$ cat src/ahp_pkg.sv
package ahp_pkg;

    // converter timing, in conversion clock ticks
    localparam int ACQ_TICKS = 6;
    localparam int CONV_TICKS = 12;
    localparam int CNT_W = 4;

    // system clock and internal conversion clock rates
    localparam int CLK_HZ = 25_000_000;
    localparam int INT_CLK_HZ = 1_560_000;
    // one internal tick per this many clk cycles, rounded down
    localparam int INT_CLK_DIV = CLK_HZ / INT_CLK_HZ;
    localparam int DIV_W = 5;

    // configuration byte field positions
    localparam int CFG_PD_HI = 7;
    localparam int CFG_PD_LO = 6;
    localparam int CFG_ACQ_BIT = 5;
    localparam int CFG_RNG_BIT = 4;
    localparam int CFG_BIP_BIT = 3;
    localparam int CFG_CH_HI = 2;

    // power/clock mode encodings of the two top bits
    localparam logic [1:0] PD_NORM_EXT = 2'h0;
    localparam logic [1:0] PD_NORM_INT = 2'h1;
    localparam logic [1:0] PD_STANDBY = 2'h2;
    localparam logic [1:0] PD_FULL = 2'h3;

    // values after reset
    localparam logic [7:0] CFG_RESET = 8'h00;
    localparam logic [11:0] RESULT_RESET = 12'h000;
    localparam logic CLK_INT_RESET = 1'b0;

    typedef enum logic [3:0]
    {
        AHP_IDLE = 4'b0001,
        AHP_ACQ = 4'b0010,
        AHP_EXT_ACQ = 4'b0100,
        AHP_CONV = 4'b1000
    } ahp_state_e;

endpackage : ahp_pkg

$ cat src/ahp_seq_if.sv
interface ahp_seq_if;
    logic start;
    logic ext_acq;
    logic conv_go;
    logic stop;
    logic tick;
    logic done;
    ahp_pkg::ahp_state_e state;

    modport ctrl
    (
        output start, ext_acq, conv_go, stop, tick,
        input done, state
    );
    modport seq
    (
        input start, ext_acq, conv_go, stop, tick,
        output done, state
    );
endinterface : ahp_seq_if
$ cat src/ahp_conv_seq.sv
module ahp_conv_seq #(
    parameter int ACQ_TICKS = ahp_pkg::ACQ_TICKS,
    parameter int CONV_TICKS = ahp_pkg::CONV_TICKS
)(
    input wire logic clk,    // system clock
    input wire logic rst_n,  // sync reset, active low
    input wire logic ce,     // clock enable
    ahp_seq_if.seq sq        // sequencer control
);
    localparam logic [ahp_pkg::CNT_W-1:0] ACQ_LAST =
        ahp_pkg::CNT_W'(ACQ_TICKS - 1);
    localparam logic [ahp_pkg::CNT_W-1:0] CONV_LAST =
        ahp_pkg::CNT_W'(CONV_TICKS - 1);

    ahp_pkg::ahp_state_e state_reg;
    ahp_pkg::ahp_state_e state_next;
    logic [ahp_pkg::CNT_W-1:0] cnt_reg;
    logic [ahp_pkg::CNT_W-1:0] cnt_next;
    logic done_reg;
    logic done_next;

    assign sq.state = state_reg;
    assign sq.done = done_reg;

    // next state; stop beats a restart, a restart aborts any phase
    always_comb
    begin
        state_next = state_reg;
        cnt_next = cnt_reg;
        done_next = 1'b0;
        if (sq.stop)
        begin
            state_next = ahp_pkg::AHP_IDLE;
            cnt_next = '0;
        end
        else if (sq.start)
        begin
            state_next = sq.ext_acq ? ahp_pkg::AHP_EXT_ACQ
                                    : ahp_pkg::AHP_ACQ;
            cnt_next = '0;
        end
        else if (sq.conv_go && state_reg == ahp_pkg::AHP_EXT_ACQ)
        begin
            state_next = ahp_pkg::AHP_CONV;
            cnt_next = '0;
        end
        else
        begin
            case (state_reg)
                ahp_pkg::AHP_IDLE:
                begin
                    cnt_next = '0;
                end
                ahp_pkg::AHP_ACQ:
                begin
                    if (sq.tick && cnt_reg == ACQ_LAST)
                    begin
                        state_next = ahp_pkg::AHP_CONV;
                        cnt_next = '0;
                    end
                    else if (sq.tick)
                    begin
                        cnt_next = cnt_reg + 4'h1;
                    end
                end
                ahp_pkg::AHP_EXT_ACQ:
                begin
                    cnt_next = '0;
                end
                ahp_pkg::AHP_CONV:
                begin
                    if (sq.tick && cnt_reg == CONV_LAST)
                    begin
                        state_next = ahp_pkg::AHP_IDLE;
                        cnt_next = '0;
                        done_next = 1'b1;
                    end
                    else if (sq.tick)
                    begin
                        cnt_next = cnt_reg + 4'h1;
                    end
                end
                default:
                begin
                    state_next = ahp_pkg::AHP_IDLE;
                    cnt_next = '0;
                end
            endcase
        end
    end

    // state registers, frozen while ce is low
    always_ff @(posedge clk)
    begin
        if (!rst_n)
        begin
            state_reg <= ahp_pkg::AHP_IDLE;
            cnt_reg <= '0;
            done_reg <= 1'b0;
        end
        else if (ce)
        begin
            state_reg <= state_next;
            cnt_reg <= cnt_next;
            done_reg <= done_next;
        end
    end
endmodule : ahp_conv_seq

$ cat src/ahp_host_port.sv
// Function
// - internal timing: write rise latches config, then samples and converts.
// - external timing: first write rise samples, next one starts conversion.
// - select low and read falling edge enable driving result onto bus.
// - byte select low gives low 8 result bits, high gives top 4.
// - high byte puts result bits 8..11 on lines 0..3.
// - shutdown pin low forces full power-down whatever the programmed mode.
// - done output goes low when a conversion finishes and result is ready.
// - config bit 5 picks 6-tick internal sampling or write-timed sampling.
// - select high ignores both strobes and releases the data bus.
// - each conversion takes 12 conversion clock ticks.
// - high byte lines 4..7 are zero unipolar, sign copies bipolar.
module ahp_host_port #(
    parameter int ACQ_TICKS = ahp_pkg::ACQ_TICKS,
    parameter int CONV_TICKS = ahp_pkg::CONV_TICKS,
    parameter int INT_CLK_DIV = ahp_pkg::INT_CLK_DIV
)(
    input wire logic clk,                  // system clock, 25 MHz
    input wire logic rst_n,                // sync reset, active low
    input wire logic ce,                   // clock enable
    input wire logic cs_n,                 // chip select, active low
    input wire logic wr_n,                 // write strobe, active low
    input wire logic rd_n,                 // read strobe, active low
    input wire logic high_byte_select,     // high nibble select
    input wire logic power_off_n,          // shutdown, active low
    input wire logic [7:0] data_in,        // bus input side
    output logic [7:0] data_out,           // bus output side
    output logic data_oe,                  // bus drive enable
    input wire logic conv_clk_in,          // external conversion clock
    input wire logic [11:0] sample_data,   // converter core result
    output logic done_n,                   // conversion done, active low
    output logic full_power_down,          // full power-down active
    output logic standby_power_down,       // standby power-down active
    output logic int_clk_mode,             // internal conversion clock
    output logic acquire_timing_sel,       // write-timed sampling
    output logic bipolar_sel,              // bipolar coding
    output logic range_sel,                // full-scale range select
    output logic [2:0] channel_sel,        // input mux channel
    output logic tracking,                 // sampling phase active
    output logic converting                // conversion phase active
);
    localparam logic [ahp_pkg::DIV_W-1:0] DIV_LAST =
        ahp_pkg::DIV_W'(INT_CLK_DIV - 1);

    ahp_seq_if sq ();

    logic wr_prev_reg;
    logic rd_prev_reg;
    logic clkin_prev_reg;
    logic [7:0] cfg_reg;
    logic clk_int_reg;
    logic [ahp_pkg::DIV_W-1:0] div_reg;
    logic [ahp_pkg::DIV_W-1:0] div_next;
    logic [11:0] result_reg;
    logic done_n_reg;
    logic rd_en_reg;
    logic [7:0] dout_reg;
    logic [7:0] dout_next;

    wire logic selected = !cs_n;
    wire logic wr_rise = selected && !wr_prev_reg && wr_n;
    wire logic rd_fall = selected && rd_prev_reg && !rd_n;
    wire logic ext_wait = (sq.state == ahp_pkg::AHP_EXT_ACQ);
    wire logic [1:0] pd_mode =
        cfg_reg[ahp_pkg::CFG_PD_HI:ahp_pkg::CFG_PD_LO];
    wire logic [1:0] pd_in = data_in[ahp_pkg::CFG_PD_HI:ahp_pkg::CFG_PD_LO];
    wire logic div_wrap = (div_reg == DIV_LAST);
    wire logic ext_edge = conv_clk_in && !clkin_prev_reg;
    wire logic sign_fill =
        cfg_reg[ahp_pkg::CFG_BIP_BIT] && result_reg[11];

    // strobe decode to sequencer; a write while waiting ends sampling
    assign sq.start = wr_rise && power_off_n && !ext_wait;
    assign sq.conv_go = wr_rise && power_off_n && ext_wait;
    assign sq.ext_acq = data_in[ahp_pkg::CFG_ACQ_BIT];
    assign sq.stop = !power_off_n;
    // external clock relies on the host keeping it running
    assign sq.tick = clk_int_reg ? div_wrap : ext_edge;
    assign div_next = div_wrap ? '0 : div_reg + 5'h01;

    // byte lane mux, sign or zero fill above the high nibble
    assign dout_next = high_byte_select
        ? {{4{sign_fill}}, result_reg[11:8]}
        : result_reg[7:0];

    ahp_conv_seq #(
        .ACQ_TICKS(ACQ_TICKS),
        .CONV_TICKS(CONV_TICKS)
    ) u_seq (
        .clk(clk),
        .rst_n(rst_n),
        .ce(ce),
        .sq(sq.seq)
    );

    // strobe and clock history for edge detection
    always_ff @(posedge clk)
    begin
        if (!rst_n)
        begin
            wr_prev_reg <= 1'b1;
            rd_prev_reg <= 1'b1;
            clkin_prev_reg <= 1'b0;
        end
        else if (ce)
        begin
            wr_prev_reg <= wr_n;
            rd_prev_reg <= rd_n;
            clkin_prev_reg <= conv_clk_in;
        end
    end

    // configuration byte; power-down codes keep the old clock mode
    always_ff @(posedge clk)
    begin
        if (!rst_n)
        begin
            cfg_reg <= ahp_pkg::CFG_RESET;
            clk_int_reg <= ahp_pkg::CLK_INT_RESET;
        end
        else if (ce && wr_rise)
        begin
            cfg_reg <= data_in;
            if (!pd_in[1])
            begin
                clk_int_reg <= (pd_in == ahp_pkg::PD_NORM_INT);
            end
        end
    end

    // internal conversion clock divider, free running in that mode
    always_ff @(posedge clk)
    begin
        if (!rst_n)
        begin
            div_reg <= '0;
        end
        else if (ce)
        begin
            div_reg <= clk_int_reg ? div_next : '0;
        end
    end

    // result capture and done flag; a finish beats a read start
    always_ff @(posedge clk)
    begin
        if (!rst_n)
        begin
            result_reg <= ahp_pkg::RESULT_RESET;
            done_n_reg <= 1'b1;
        end
        else if (ce)
        begin
            if (sq.done)
            begin
                result_reg <= sample_data;
                done_n_reg <= 1'b0;
            end
            else if (rd_fall)
            begin
                done_n_reg <= 1'b1;
            end
        end
    end

    // read enable armed by the falling edge, dropped on release
    always_ff @(posedge clk)
    begin
        if (!rst_n)
        begin
            rd_en_reg <= 1'b0;
            dout_reg <= 8'h00;
        end
        else if (ce)
        begin
            rd_en_reg <= rd_fall || (rd_en_reg && selected && !rd_n);
            dout_reg <= dout_next;
        end
    end

    // enable gated live so a select release frees the bus at once
    assign data_oe = rd_en_reg && selected && !rd_n;
    assign data_out = dout_reg;
    assign done_n = done_n_reg;
    assign full_power_down = !power_off_n || pd_mode == ahp_pkg::PD_FULL;
    assign standby_power_down = power_off_n
        && pd_mode == ahp_pkg::PD_STANDBY;
    assign int_clk_mode = clk_int_reg;
    assign acquire_timing_sel = cfg_reg[ahp_pkg::CFG_ACQ_BIT];
    assign bipolar_sel = cfg_reg[ahp_pkg::CFG_BIP_BIT];
    assign range_sel = cfg_reg[ahp_pkg::CFG_RNG_BIT];
    assign channel_sel = cfg_reg[ahp_pkg::CFG_CH_HI:0];
    assign tracking = (sq.state == ahp_pkg::AHP_ACQ) || ext_wait;
    assign converting = (sq.state == ahp_pkg::AHP_CONV);
endmodule : ahp_host_port

$ cat config.mk
export PLATFORM = sky130hd
export DESIGN_NAME = ahp_host_port
export DESIGN_NICKNAME = d
export VERILOG_FILES = /design/src/ahp_pkg.sv /design/src/ahp_seq_if.sv /design/src/ahp_conv_seq.sv /design/src/ahp_host_port.sv
export SDC_FILE = /design/constraint.sdc
export NUM_CORES = 1
export LEC_CHECK = 0
export ABC_AREA = 1
export BUFFER_PORTS_ARGS = -buffer_cell sky130_fd_sc_hd__buf_2
export CAP_MARGIN = 20
export CORE_ASPECT_RATIO = 1.2
export CORE_MARGIN = 1
export CORE_UTILIZATION = 25
export CTS_CLUSTER_DIAMETER = 50
export DETAILED_ROUTE_END_ITERATION = 8
export PLACE_DENSITY = 0.41
export SLEW_MARGIN = 15
export SYNTH_ARGS = -nofsm -noshare
export SYNTH_HDL_FRONTEND = slang
export SYNTH_SLANG_ARGS = --single-unit
$ cat constraint.sdc
create_clock -name clk -period 1.5 [get_ports clk]
set_clock_uncertainty 0.1 [all_clocks]
set_input_delay 0.3 -clock clk [delete_from_list [all_inputs] [get_ports clk]]
set_output_delay 0.3 -clock clk [all_outputs]
set_load 0.02 [all_outputs]
==> impl_metrics.py <==
metrics = {
    "layout": {
        "nNetsFinal": 408,
        "fin_area_um2": 2970,
        "largest_reg_flops": 12,
        "area_growth_pct": 33.3,
        "final_core_util_pct": 34.5,
        "n_fill_cell": 977,
        "antennaDiodeCount": 0,
        "drive_above_1_share_pct": 34.2,
        "fin_cells": 494,
    },
    "sta": {
        "slew_viol_final": 0,
        "setup_viol": 2,
        "finalWorstSetupSlack_ns": -0.0105,
        "final.min_clock_period_ns": 1.51,
        "grt_setup_unrepaired": "yes",
        "worst_hold_slack_ns": 0.119,
        "finalSetupTns_ns": -0.0118,
        "period_share_pct": 101,
        "slew_headroom_pct": 75.2,
        "max_freq_ghz": 0.662,
        "tightestPinTransition_ns": 0.371,
        "hold_viol": 0,
    },
    "placed_design": {
        "placed_cells": 479,
        "routabilityCongestion": 0.795,
        "post-place-ws_ns": -0.0515,
        "dpl_cell_area_um2": 2660,
        "dpl.hpwl_um": 4360,
        "port_buffers": 49,
    },
    "die": {
        "start_util_pct": 25.9,
        "io_pins": 50,
        "core_area_um2": 8610,
        "die_height_um": 105,
        "dieArea_um2": 9290,
        "rows": 37,
        "die_w_um": 88.2,
    },
    "logic_synthesis": {
        "syn_area_um2": 2230,
        "syn_inst": 310,
        "synth.avg_cell_area_um2": 7.18,
        "synth_warnings": 0,
        "ys_ff_latch": 48,
        "synth_nets": 342,
        "ys_seq_area_share_pct": 43.1,
        "synth.distinct_cells": 31,
    },
    "clock_network": {
        "numCtsBuffers": 5,
        "cts_tree": "done",
        "cts.path.max_buffers": 2,
        "path_clk_slew_ns": 0.09,
        "cts_max_level": 2,
        "hold_buffers": 0,
        "ctsRootBufferMaster": "clkbuf_8",
        "cts.sinks": 48,
        "worstSkewPairLatency_ns": 0.31,
    },
    "job": {
        "maxCapViolCount": 0,
    },
    "power_and_ir_drop": {
        "switching_share_pct": 27.2,
        "ir_worst_vdd_v": 0.000511,
        "power_frac_comb_pct": 13.6,
        "p_int_mw": 1.97,
        "p_per_area_nw_per_um2": 910,
        "total_power_mw": 2.70,
        "power_frac_seq_pct": 50.5,
        "p_sw_uw": 733,
        "leakage_nw": 1.34,
        "clkPwrFrac_pct": 35.9,
    },
    "worst_setup_path": {
        "path_cells": "ha_4 -> inv_2 -> nor2_2 -> nand2_2 -> nand2_4 -> nand3_2 -> nand2_1 -> nand2_2 -> nand4_1 -> a21oi_2",
        "crit_arrival_ns": 1.60,
        "cp_top_family": "simple AND/OR/NAND/NOR gates",
        "worstSetupPathType": "register to register",
        "path_common_cell": "nand2_2",
        "cp_max_fo": 5,
        "endpoint_kind": "register",
        "critPathLaunchType": "register",
        "crit_buf_inv": 1,
        "worst_path_max_delay_cell": "dfxtp_2",
        "max_stage_delay_ns": 0.36,
        "critPathRequiredTime_ns": 1.59,
    },
    "detailed_routing": {
        "vias": 2124,
        "ant_nets": 0,
        "routed_wl_um": 5830,
        "viasPerCell": 4.30,
        "wire_per_inst_um": 11.8,
        "drtIter0Drc": 43,
        "route.detailed.drc": 0,
        "firstDrtPassIters": 4,
    },
    "outcome": {
        "violations": "negative setup slack",
        "status": "complete, but fails checks",
    },
    "grt": {
        "grt_pass1_wl_um": 9510,
        "overflow": 0,
        "grt_use_total_pct": 13.1,
        "grt_antenna_before_repair": 0,
        "grt_max_degree": 18,
        "grt_pass1_vias": 2024,
    },
    "worst_hold_path": {
        "hp-class": "input pin to register",
    },
}
==> Yosys cell counts, drive strengths merged <==
master,instances,area [µm²]
nand3,16,97.6
clkbuf,3,11.3
xor2,1,8.76
or2,1,6.26
inv,38,143
a211oi,2,15.0
o21bai,2,15.0
nand2,61,246
a21oi,18,90.1
o211ai,4,30.0
nor3,6,40.0
nor2,57,241
buf,9,58.8
ha,3,37.5
a221oi,1,8.76
nand4,6,43.8
o21ai,32,160
and3,1,6.26
a31oi,1,6.26
dfxtp,48,961
==> what timing repair did <==
item | CTS | global route
setup buffers | 4 | 3
endpoints found under the hold margin | 0 | 0
resized for setup | 25 | 18
pin swaps | 3 | 8
setup endpoints to repair | 9 | 11
==> power groups by stage <==
stage	combinational (mW)	clock, mW	sequential, mW
floorplan	0.203	0	1.40
finish	0.368	0.970	1.36
CTS	0.361	1.02	1.36
detailed placement	0.345	0	1.38
global placement	0.347	0	1.38
global route	0.416	1.06	1.37
==> layout make-up <==
type,count,area [µm²],area share [%]
clock buffers,5,68.8,2.32
inverters,38,145,4.89
repair buffers,71,419,14.1
well taps,117,146,4.93
clock inverters,3,42.5,1.43
multi-input cells,212,1180,39.6
flip-flops and latches,48,971,32.7
==> per-layer routing <==
layer	vias to the layer above	share of wire (%)	GRT usage (%)
li1	1128	-	-
met1	957	49	17.5
met2	35	47	21.2
met3	4	3.6	2.51
met4	0	1.0	4.15
met5	-	0	0
==> worst reg2reg max path, cell delays in order (launching register included) <==
cell and delay (ns):
dfxtp_2 0.36, ha_4 0.14, inv_2 0.03, nor2_2 0.10, nand2_2 0.08, nand2_4 0.12, nand3_2 0.11, nand2_1 0.11
nand2_2 0.08, nand4_1 0.12, a21oi_2 0.06
==> worst paths after layout <==
kind / depth (start not counted) / startpoint / slack (ns) / to
hold reg to reg: 2 / div_reg[4] / 0.36 / div_reg[4]
setup / recovery: 10 / div_reg[0] / -0.01 / u_seq.cnt_reg[1]
hold / removal: 3 / data_in[1] / 0.12 / cfg_reg[1]
setup reg to reg: 10 / div_reg[0] / -0.01 / u_seq.cnt_reg[1]
==> logic make-up after synthesis <==
kind of cell / share of synthesized area [%]
compound gates: 14.6
xor+xnor: 0.393
fa+ha+maj: 1.69
buf+inv: 9.55
flops: 43.1
simple gates: 30.6
==> cell usage in the layout (no fill, tap or decap), types with 2 or more instances in the layout <==
cell type	Yosys	routed
a211oi_1	2	2
dfxtp_1	48	40
nor2_4	2	4
inv_2	4	7
o21ai_0	32	32
nand2_4	1	4
dfxtp_2	0	8
nand2_1	56	53
nor3_1	4	4
clkbuf_8	0	5
nor2_1	50	44
a21oi_1	18	17
ha_4	0	2
nand3_1	14	10
nand4_1	5	5
nand3_2	1	4
buf_4	3	23
inv_1	34	30
nand2_2	4	4
nand3_4	1	2
buf_2	5	47
nor2_2	5	9
o211ai_1	4	4
(Power assumes the default switching activity.)
